==> src/rtl/eam_pkg.sv <==
package eam_pkg;

	// Register byte addresses
	localparam logic [7:0] ADDR_CTRL   = 8'h00;
	localparam logic [7:0] ADDR_STATUS = 8'h04;
	localparam logic [7:0] ADDR_HIST   = 8'h08;
	localparam logic [7:0] ADDR_ERRSEC = 8'h0C;
	localparam logic [7:0] ADDR_INJECT = 8'h10;

	// Control register fields
	localparam int CTRL_W         = 9;
	localparam int C_CAS_EN       = 0;
	localparam int C_CRC4_EN      = 1;
	localparam int C_EXTERNAL_DTE_CLOCK_SELECT      = 2;
	localparam int C_ONES_DENS    = 3;
	localparam int C_PATT_ON      = 4;
	localparam int C_LOOP_UP      = 5;
	localparam int C_REMOTE_LOOP  = 6;
	localparam int C_LINE_LOOP    = 7;
	localparam int C_PORT_LOOP    = 8;
	localparam logic [CTRL_W-1:0] CTRL_RST = 9'h000;

	// Status register fields
	localparam int ST_W           = 23;
	localparam int S_NET_LOF      = 0;
	localparam int S_NET_MF_LOSS  = 1;
	localparam int S_NET_CRC_LOSS = 2;
	localparam int S_NET_FAR      = 3;
	localparam int S_NET_FAR_MF   = 4;
	localparam int S_NET_AIS      = 5;
	localparam int S_NET_TS16_AIS = 6;
	localparam int S_LOOP1_DOWN   = 7;
	localparam int S_LOOP2_DOWN   = 8;
	localparam int S_DP_SLIP      = 9;
	localparam int S_DP_PLL       = 10;
	localparam int S_DP_ZEROS     = 11;
	localparam int S_DP_FIFO      = 12;
	localparam int S_DP_NO_EXT    = 13;
	localparam int S_DROP_LOF     = 14;
	localparam int S_DROP_MF_LOSS = 15;
	localparam int S_DROP_CRC     = 16;
	localparam int S_DROP_LOS     = 17;
	localparam int S_DROP_FAR     = 18;
	localparam int S_DROP_FAR_MF  = 19;
	localparam int S_DROP_AIS     = 20;
	localparam int S_DROP_BER     = 21;
	localparam int S_DROP_SLIP    = 22;

	// History register field
	localparam int H_DROP_SLIP    = 0;

	// Port indices for the two framed sides
	localparam int P_NET          = 0;
	localparam int P_DROP         = 1;

	// Far-end multiframe alarm needs this many multiframes in a row
	localparam logic [1:0] FAR_MF_COUNT = 2'h3;

	// Error ratio window and allowed errors in it
	localparam logic [9:0] BER_WIN_BITS = 10'h3E8;
	localparam logic [9:0] BER_MAX_ERR  = 10'h001;

	// Zero run on the outgoing stream that raises the zeros alarm
	localparam logic [4:0] ZERO_RUN_BITS = 5'h10;

	// Timing
	localparam int CLK_PERIOD_NS  = 100;
	localparam int ONE_SEC_NS     = 1000000000;
	localparam int ONE_SEC_CYC    = ONE_SEC_NS / CLK_PERIOD_NS;
	localparam int EXT_TO_NS      = 20000;
	localparam int EXT_TO_CYC     = EXT_TO_NS / CLK_PERIOD_NS;

	// Pattern generators
	localparam logic [8:0] PRBS9_SEED = 9'h1FF;
	localparam logic [6:0] PRBS7_SEED = 7'h7F;

endpackage : eam_pkg

==> src/rtl/eam_alarm.sv <==
// Decided for this implementation: register access over APB and the address map.
`timescale 1ns/1ps
// Behaviour
// - Network frame loss: send remote alarm, drop AIS
// - Network multiframe loss under CAS: MF alarm, TS16 AIS
// - Flag received remote alarm on either port
// - Far-end MF alarm after three consecutive multiframes
// - Network AIS: flag it, send drop AIS
// - Network TS16 AIS: flag, MF alarm, TS16 AIS
// - Network CRC-4 loss: remote alarm, drop AIS
// - Drop frame loss: set drop remote alarm bit
// - Drop multiframe loss: drop MF alarm, TS16 AIS
// - Drop CRC-4 loss: drop remote alarm and AIS
// - Drop signal loss and AIS alarms
// - Drop slip flag, kept in history register
// - Drop error ratio above one per thousand
// - Data port clock slip and PLL alarms
// - Zeros alarm on all-zero outgoing data
// - Data port FIFO alarm
// - Missing external clock only when selected
// - Loop up loops both data port sides
// - Remote loop up sends V.54 pattern unless test pattern is also on
// - Test pattern on sends 511 pattern
// - Report each line loop down
// - Drop line and port loopback control
// - Force ones after one second of zeros
// - 511 errored seconds and error injection
module eam_alarm #(
	parameter int SEC_CYC = eam_pkg::ONE_SEC_CYC
) (
	// Clock and reset
	input  wire logic        clk,
	input  wire logic        nrst,
	// APB slave
	input  wire logic        psel,
	input  wire logic        penable,
	input  wire logic        pwrite,
	input  wire logic [7:0]  paddr,
	input  wire logic [31:0] pwdata,
	output logic      [31:0] prdata,
	output logic             pready,
	output logic             pslverr,
	// Framer conditions, index 0 network side, 1 drop port
	input  wire logic [1:0]  frm_lof,
	input  wire logic [1:0]  frm_mf_loss,
	input  wire logic [1:0]  frm_crc_loss,
	input  wire logic [1:0]  frm_nfas_bit3,
	input  wire logic [1:0]  frm_mf_strobe,
	input  wire logic [1:0]  frm_ts16_bit6,
	input  wire logic [1:0]  frm_ais_det,
	input  wire logic        net_ts16_ais_det,
	input  wire logic        loop1_present,
	input  wire logic        loop2_present,
	// Drop port receive conditions
	input  wire logic        drop_los_det,
	input  wire logic        drop_slip,
	input  wire logic        drop_bit_strobe,
	input  wire logic        drop_bit_error,
	// Channelized data port conditions
	input  wire logic        dp_clock_slip,
	input  wire logic        dp_pll_unlocked,
	input  wire logic        dp_fifo_error,
	input  wire logic        dte_external_dte_clock_select_edge,
	// Channelized data port bit streams
	input  wire logic        net_tx_strobe,
	input  wire logic        dte_tx_bit,
	input  wire logic        net_rx_strobe,
	input  wire logic        net_rx_bit,
	output logic             net_tx_bit,
	// Alarm signalling toward network and drop port
	output logic             net_tx_remote_alarm,
	output logic             net_tx_mf_alarm,
	output logic             drop_tx_ais,
	output logic             drop_tx_ts16_ais,
	output logic             drop_tx_remote_alarm,
	output logic             drop_tx_mf_alarm,
	// Loopback controls
	output logic             dp_loop_net,
	output logic             dp_loop_dte,
	output logic             drop_line_loop,
	output logic             drop_port_loop
);
	import eam_pkg::*;

	typedef struct packed {
		logic [31:0]       prdata;
		logic              pready;
		logic              pslverr;
		logic [CTRL_W-1:0] ctrl;
		logic              hist;
		logic [ST_W-1:0]   status;
		logic [1:0][1:0]   mf_cnt;
		logic [9:0]        ber_bits;
		logic [9:0]        ber_err;
		logic [7:0]        ext_cnt;
		logic [23:0]       zero_cyc;
		logic              force_ones;
		logic [4:0]        zero_run;
		logic [8:0]        prbs9;
		logic [6:0]        prbs7;
		logic              inject;
		logic [8:0]        rx_hist;
		logic [23:0]       sec_cnt;
		logic              sec_err;
		logic [15:0]       errsec;
		logic              tx_bit;
		logic              net_remote;
		logic              net_mf;
		logic              d_ais;
		logic              d_ts16;
		logic              d_remote;
		logic              d_mf;
		logic              loop_net;
		logic              loop_dte;
		logic              line_loop;
		logic              port_loop;
	} eam_state_t;

	typedef enum logic [1:0] {
		SRC_DTE,
		SRC_V54,
		SRC_PRBS
	} eam_src_t;

	localparam logic [23:0] SEC_LAST = 24'(SEC_CYC - 1);
	localparam logic [7:0]  EXT_LAST = 8'(EXT_TO_CYC - 1);

	logic       rst_meta;
	logic       rst_n;
	eam_state_t s;
	eam_state_t next_s;

	function automatic logic addr_hit(input logic [7:0] a, input logic [7:0] reg_addr);
		addr_hit = (a == reg_addr);
	endfunction : addr_hit

	function automatic logic [8:0] prbs9_step(input logic [8:0] r);
		prbs9_step = {r[7:0], r[8] ^ r[4]};
	endfunction : prbs9_step

	function automatic logic [6:0] prbs7_step(input logic [6:0] r);
		prbs7_step = {r[5:0], r[6] ^ r[3]};
	endfunction : prbs7_step

	function automatic logic reg_mapped(input logic [7:0] a);
		reg_mapped = addr_hit(a, ADDR_CTRL) || addr_hit(a, ADDR_STATUS)
			|| addr_hit(a, ADDR_HIST) || addr_hit(a, ADDR_ERRSEC)
			|| addr_hit(a, ADDR_INJECT);
	endfunction : reg_mapped

	function automatic eam_src_t tx_source(input logic [CTRL_W-1:0] c);
		if (c[C_PATT_ON])
			tx_source = SRC_PRBS;
		else if (c[C_REMOTE_LOOP])
			tx_source = SRC_V54;
		else
			tx_source = SRC_DTE;
	endfunction : tx_source

	always_ff @(posedge clk or negedge nrst) begin
		if (!nrst) begin
			rst_meta <= 1'b0;
			rst_n    <= 1'b0;
		end else begin
			rst_meta <= 1'b1;
			rst_n    <= rst_meta;
		end
	end

	always_comb begin
		logic       cas;
		logic       crc;
		logic       wr;
		logic       rd_ok;
		logic [8:0] pat;
		logic       gen_bit;
		logic       acc;
		logic       rx_err;
		eam_src_t   src;
		next_s = s;
		cas    = s.ctrl[C_CAS_EN];
		crc    = s.ctrl[C_CRC4_EN];
		wr     = psel && penable && pwrite && s.pready;
		rd_ok  = 1'b0;
		pat    = 9'h000;
		gen_bit = 1'b0;
		acc     = psel && penable && !s.pready;
		rx_err  = 1'b0;
		src     = tx_source(s.ctrl);

		// APB access, answered one cycle into the access phase
		next_s.pready = acc;
		if (acc) begin
			next_s.prdata  = 32'h0000_0000;
			next_s.pslverr = 1'b0;
			rd_ok = reg_mapped(paddr);
			if (!rd_ok)
				next_s.pslverr = 1'b1;
			else if (!pwrite) begin
				if (addr_hit(paddr, ADDR_CTRL))
					next_s.prdata = {{(32-CTRL_W){1'b0}}, s.ctrl};
				else if (addr_hit(paddr, ADDR_STATUS))
					next_s.prdata = {{(32-ST_W){1'b0}}, s.status};
				else if (addr_hit(paddr, ADDR_HIST))
					next_s.prdata = {31'h0000_0000, s.hist};
				else if (addr_hit(paddr, ADDR_ERRSEC))
					next_s.prdata = {16'h0000, s.errsec};
			end
		end else begin
			next_s.pslverr = 1'b0;
			next_s.prdata  = 32'h0000_0000;
		end
		if (wr && addr_hit(paddr, ADDR_CTRL))
			next_s.ctrl = pwdata[CTRL_W-1:0];
		if (wr && addr_hit(paddr, ADDR_HIST) && pwdata[H_DROP_SLIP])
			next_s.hist = 1'b0;
		if (drop_slip)
			next_s.hist = 1'b1;

		// Far-end multiframe alarm counting per port
		for (int p = 0; p < 2; p++) begin
			if (frm_mf_strobe[p]) begin
				if (!frm_ts16_bit6[p])
					next_s.mf_cnt[p] = 2'h0;
				else if (s.mf_cnt[p] != FAR_MF_COUNT)
					next_s.mf_cnt[p] = s.mf_cnt[p] + 2'h1;
			end
		end

		// Drop error ratio over a fixed bit window
		if (drop_bit_strobe) begin
			if (s.ber_bits == BER_WIN_BITS - 10'h001) begin
				next_s.ber_bits = 10'h000;
				next_s.ber_err  = 10'h000;
				next_s.status[S_DROP_BER] = (s.ber_err + 10'(drop_bit_error)) > BER_MAX_ERR;
			end else begin
				next_s.ber_bits = s.ber_bits + 10'h001;
				next_s.ber_err  = s.ber_err + 10'(drop_bit_error);
			end
		end

		// External clock watchdog
		if (dte_external_dte_clock_select_edge)
			next_s.ext_cnt = 8'h00;
		else if (s.ext_cnt != EXT_LAST)
			next_s.ext_cnt = s.ext_cnt + 8'h01;

		// Live alarm flags
		next_s.status[S_NET_LOF]      = frm_lof[P_NET];
		next_s.status[S_NET_MF_LOSS]  = frm_mf_loss[P_NET] && cas;
		next_s.status[S_NET_CRC_LOSS] = frm_crc_loss[P_NET] && crc;
		next_s.status[S_NET_FAR]      = frm_nfas_bit3[P_NET];
		next_s.status[S_NET_FAR_MF]   = (s.mf_cnt[P_NET] == FAR_MF_COUNT);
		next_s.status[S_NET_AIS]      = frm_ais_det[P_NET];
		next_s.status[S_NET_TS16_AIS] = net_ts16_ais_det;
		next_s.status[S_LOOP1_DOWN]   = !loop1_present;
		next_s.status[S_LOOP2_DOWN]   = !loop2_present;
		next_s.status[S_DP_SLIP]      = dp_clock_slip;
		next_s.status[S_DP_PLL]       = dp_pll_unlocked;
		next_s.status[S_DP_ZEROS]     = (s.zero_run == ZERO_RUN_BITS);
		next_s.status[S_DP_FIFO]      = dp_fifo_error;
		next_s.status[S_DP_NO_EXT]    = s.ctrl[C_EXTERNAL_DTE_CLOCK_SELECT] && (s.ext_cnt == EXT_LAST);
		next_s.status[S_DROP_LOF]     = frm_lof[P_DROP];
		next_s.status[S_DROP_MF_LOSS] = frm_mf_loss[P_DROP] && cas;
		next_s.status[S_DROP_CRC]     = frm_crc_loss[P_DROP] && crc;
		next_s.status[S_DROP_LOS]     = drop_los_det;
		next_s.status[S_DROP_FAR]     = frm_nfas_bit3[P_DROP];
		next_s.status[S_DROP_FAR_MF]  = (s.mf_cnt[P_DROP] == FAR_MF_COUNT);
		next_s.status[S_DROP_AIS]     = frm_ais_det[P_DROP];
		next_s.status[S_DROP_SLIP]    = drop_slip;

		// Consequent actions from the registered flags
		next_s.net_remote = s.status[S_NET_LOF] || s.status[S_NET_CRC_LOSS];
		next_s.net_mf     = s.status[S_NET_MF_LOSS] || s.status[S_NET_TS16_AIS];
		next_s.d_ais      = s.status[S_NET_LOF] || s.status[S_NET_AIS]
			|| s.status[S_NET_CRC_LOSS] || s.status[S_DROP_CRC];
		next_s.d_ts16     = s.status[S_NET_MF_LOSS] || s.status[S_NET_TS16_AIS]
			|| s.status[S_DROP_MF_LOSS];
		next_s.d_remote   = s.status[S_DROP_LOF] || s.status[S_DROP_CRC];
		next_s.d_mf       = s.status[S_DROP_MF_LOSS];

		// Loopbacks
		next_s.loop_net  = s.ctrl[C_LOOP_UP];
		next_s.loop_dte  = s.ctrl[C_LOOP_UP];
		next_s.line_loop = s.ctrl[C_LINE_LOOP];
		next_s.port_loop = s.ctrl[C_PORT_LOOP];

		// Ones density: count clock cycles of continuous DTE zeros
		if (dte_tx_bit || !s.ctrl[C_ONES_DENS]) begin
			next_s.zero_cyc   = 24'h000000;
			next_s.force_ones = 1'b0;
		end else if (s.zero_cyc == SEC_LAST)
			next_s.force_ones = 1'b1;
		else
			next_s.zero_cyc = s.zero_cyc + 24'h000001;

		// Outgoing bit selection
		if (!s.ctrl[C_PATT_ON])
			next_s.prbs9 = PRBS9_SEED;
		if (!s.ctrl[C_REMOTE_LOOP])
			next_s.prbs7 = PRBS7_SEED;
		if (net_tx_strobe) begin
			case (src)
				SRC_PRBS: begin
					pat = prbs9_step(s.prbs9);
					next_s.prbs9 = pat;
					gen_bit = pat[0] ^ s.inject;
					next_s.inject = 1'b0;
				end
				SRC_V54: begin
					next_s.prbs7 = prbs7_step(s.prbs7);
					gen_bit = next_s.prbs7[0];
				end
				default:
					gen_bit = dte_tx_bit || s.force_ones;
			endcase
			next_s.tx_bit = gen_bit;
			if (gen_bit)
				next_s.zero_run = 5'h00;
			else if (s.zero_run != ZERO_RUN_BITS)
				next_s.zero_run = s.zero_run + 5'h01;
		end

		// Error injection request held until the next pattern bit
		if (wr && addr_hit(paddr, ADDR_INJECT) && pwdata[0])
			next_s.inject = 1'b1;

		// 511 checker, self-synchronising on the received stream
		if (net_rx_strobe) begin
			next_s.rx_hist = {s.rx_hist[7:0], net_rx_bit};
			rx_err = s.ctrl[C_PATT_ON] && (net_rx_bit != (s.rx_hist[8] ^ s.rx_hist[4]));
		end
		if (s.sec_cnt == SEC_LAST) begin
			next_s.sec_cnt = 24'h000000;
			next_s.sec_err = 1'b0;
			if (s.sec_err && s.errsec != 16'hFFFF)
				next_s.errsec = s.errsec + 16'h0001;
		end else
			next_s.sec_cnt = s.sec_cnt + 24'h000001;
		if (rx_err)
			next_s.sec_err = 1'b1;
		if (wr && addr_hit(paddr, ADDR_ERRSEC))
			next_s.errsec = 16'h0000;
	end

	always_ff @(posedge clk or negedge rst_n) begin
		if (!rst_n) begin
			s         <= '0;
			s.ctrl    <= CTRL_RST;
			s.prbs9   <= PRBS9_SEED;
			s.prbs7   <= PRBS7_SEED;
		end else
			s <= next_s;
	end

	assign prdata               = s.prdata;
	assign pready               = s.pready;
	assign pslverr              = s.pslverr;
	assign net_tx_bit           = s.tx_bit;
	assign net_tx_remote_alarm  = s.net_remote;
	assign net_tx_mf_alarm      = s.net_mf;
	assign drop_tx_ais          = s.d_ais;
	assign drop_tx_ts16_ais     = s.d_ts16;
	assign drop_tx_remote_alarm = s.d_remote;
	assign drop_tx_mf_alarm     = s.d_mf;
	assign dp_loop_net          = s.loop_net;
	assign dp_loop_dte          = s.loop_dte;
	assign drop_line_loop       = s.line_loop;
	assign drop_port_loop       = s.port_loop;

endmodule : eam_alarm

==> config.mk <==
export PLATFORM = sky130hd
export DESIGN_NAME = eam_alarm
export DESIGN_NICKNAME = d
export VERILOG_FILES = /design/src/rtl/eam_pkg.sv /design/src/rtl/eam_alarm.sv
export SDC_FILE = /design/constraint.sdc
export NUM_CORES = 1
export LEC_CHECK = 0
export ABC_AREA = 0
export BUFFER_PORTS_ARGS = -buffer_cell sky130_fd_sc_hd__buf_2
export CAP_MARGIN = 20
export CORE_MARGIN = 1.5
export CORE_UTILIZATION = 62
export DETAILED_ROUTE_END_ITERATION = 6
export GPL_ROUTABILITY_DRIVEN = 0
export HOLD_SLACK_MARGIN = 0.12
export PLACE_DENSITY_LB_ADDON = 0.3
export REMOVE_ABC_BUFFERS = 1
export SYNTH_ARGS = -nofsm -noshare
export SYNTH_HDL_FRONTEND = slang
export SYNTH_SLANG_ARGS = --single-unit
==> constraint.sdc <==
create_clock -name clk -period 17.75 [get_ports clk]
set_input_delay 0.8875 -clock clk [delete_from_list [all_inputs] [get_ports clk]]
set_output_delay 0.8875 -clock clk [all_outputs]
set_load 0.03 [all_outputs]
==> qor.yml <==
ys_ff_latch: 199
hold-worst-slack_ns: 0.222
path_cells: "buf_2, nor3_1, nand2_1, or4_1, nor2b_1, mux2_2"
final.fill_count: 1069
setup_viol: 0
wl_um: 18000
combPwrFrac_pct: 7.7
synth_ff_type: "dfrtp_1"
via_count: 6580
clock_sinks: 199
first_pass_iters: 5
reg2reg_slack_ns: 15.20
synthToLayoutAreaGrowth_pct: 11.0
ant_nets: 0
ios: 119
clockBufferDepth: 2
async_flop_share_pct: 100
grt_usage_pct: 24.1
synth_edf_count: 0
cts_buffers: 17
status: "complete, no violations"
clock_power_share_pct: 40.9
seq_power_share_pct: 51.4
synth_simple_gate_area_share_pct: 21.2
synth_compound_area_share_pct: 7.24
die_x_um: 125
relSlewSlack_pct: 29.6
p_leak_nw: 4.74
crit_fanout: 9
p_sw_w: 0.000229
tightest_slew_ns: 1.05
synth_top_family_by_area: "simple AND/OR/NAND/NOR gates"
drv_slew: 0
ys_types: 63
start_kind: "input port"
final_nets: 1022
drc: 0
postSynthCellCount: 882
antenna_found_initial: 0
yosysSeqAreaShare_pct: 54.4
synth_mux_area_share_pct: 4.88
grt_pass1_vias: 6250
grt_setup_unrepaired: "false"
core_area_um2: 14500
path_clk_slew_ns: 0.07
cts-htree-levels: 4
fmax_mhz: 361
synth_adder_area_share_pct: 1.50
grt_first_pass_wirelength_um: 30300
hold_class: "in2async"
peakVddDrop_v: 0.0000798
clock_latency_ns: 0.44
arrival_ns: 3.09
avgViaCountPerCell: 5.80
root_buffer: "clkbuf_16"
fin_total_pwr_w: 0.000979
yosys.area.top_type: "dfrtp_1"
setup_tns_ns: 0
cts_hold_buf: 0
first_iter_violations: 618
ys_warn_count: 0
yosysTopAreaCellShare_pct: 49.9
globalRouteOverflowTotal: 0
wl_per_cell_um: 15.9
synth.most_common_cell: "dfrtp_1"
placed_cells: 1101
hpwl_um: 11900
worstSetupEndpointType: "flop"
fin_worst_skew_ns: 0.0106
cts_resized: 0
r2r_cells: 6
synth_area_leaders: "dfrtp_1 50%, dfstp_2 4.6%, nor2_1 3.8%, nand2_1 3.6%, xnor2_1 3.1%"
layout.cells.non_filler: 1134
fin_crit_ns: 2.77
drv_cap: 0
synth-xor-area-share_pct: 5.53
largest_reg_flops: 158
antennaDiodeCount: 0
top_register: "s"
placement_rows: 44
cts_tree: "built"
port_buffers: 86
synth_area_per_cell_um2: 10.4
critical_path_class: "in2reg"
fin_util_pct: 70.4
die_h_um: 125
critical_path_required_ns: 18.06
max_stage_delay_ns: 0.75
die-area_um2: 15600
power_density_nw_per_um2: 96.1
slowest_stage: "nor2b_1"
internal-power_w: 0.000750
grt_max_degree: 89
layout-drive-gt1-share_pct: 18.7
finalCritPeriodShare_pct: 15.6
finalHoldViolCount: 0
syn_area_um2: 9180
start_util_pct: 63.4
cts_setup_buffers: 0
netSwitchingFraction_pct: 23.3
yosys-top-cells-count: "183 x dfrtp_1, 92 x nor2_1, 89 x nand2_1"
-- final cells by class --
cell class              count  area (um2)  share of cell area [%]
clock buffers              24         502                    4.92
clock inverters             8         120                    1.18
well taps                 184         230                    2.26
flip-flops and latches    199        5000                    49.1
repair buffers             91         488                    4.79
inverters                  27         101                   0.995
multi-input cells         601        3740                    36.7
-- power groups by stage --
stage	Clock (W)	Sequential, W	Combinational (W)
finish	0.000400	0.000503	0.0000758
detailed placement	0	0.000510	0.0000757
global placement	0	0.000509	0.0000726
CTS	0.000407	0.000502	0.0000758
global route	0.000427	0.000506	0.0000861
floorplan	0	0.000511	0.0000472
-- metal layers --
metal	share of wire [%]	global-route usage, %	up-vias
li1	-	-	3144
met1	45	34.5	3203
met2	47	36.6	202
met3	5.7	5.54	31
met4	1.9	8.05	0
met5	0	0	-
-- final timing paths --
path                           from   endpoint
max in group asynchronous     rst_n      s[12]
hold reg to reg            rst_meta      rst_n
setup reg to reg              s[28]      s[18]
min in group clk           rst_meta      rst_n
hold / removal                 nrst   rst_meta
setup / recovery           paddr[1]  next_s[0]
-- layout by cell type (no fill, tap or decap), drive strengths merged, types with 14 or more instances in the layout --
cell	count
buf	91
xor2	25
nand4	25
and2	14
dfstp	16
dfrtp	183
and3	17
nor2	92
a21oi	24
mux2i	20
clkbuf	24
nand2	89
inv	27
nor3	18
o21ai	33
mux2	20
xnor2	33
nand3	48
-- worst max-delay path: cells and delay by family --
family	cells	cell delay [ns]
buf+inv	1	0.09
simple gates	4	1.69
mux	1	0.41
-- through the flow --
| stage | area (um2) | setup slack [ns] |
|---|---|---|
| final | 10200 | 14.98 |
| after global routing | 10200 | 14.85 |
| after floorplan | 8840 | 11.82 |
| after CTS | 10200 | 15.01 |
| after detailed placement | 9540 | 14.57 |
| after global placement | 9540 | 14.63 |
-- cell families (layout without fill, tap and decap cells) --
kind of cell,count (synthesis),after routing
AO/OA/AOI/OAI,106,106
XOR/XNOR,58,58
adder cells (fa/ha/maj),11,11
buffers and inverters,90,150
flip-flops,199,199
multiplexers,41,41
other,2,10
AND/OR/NAND/NOR,375,375
No activity file was read; power rests on OpenSTA's default activity.
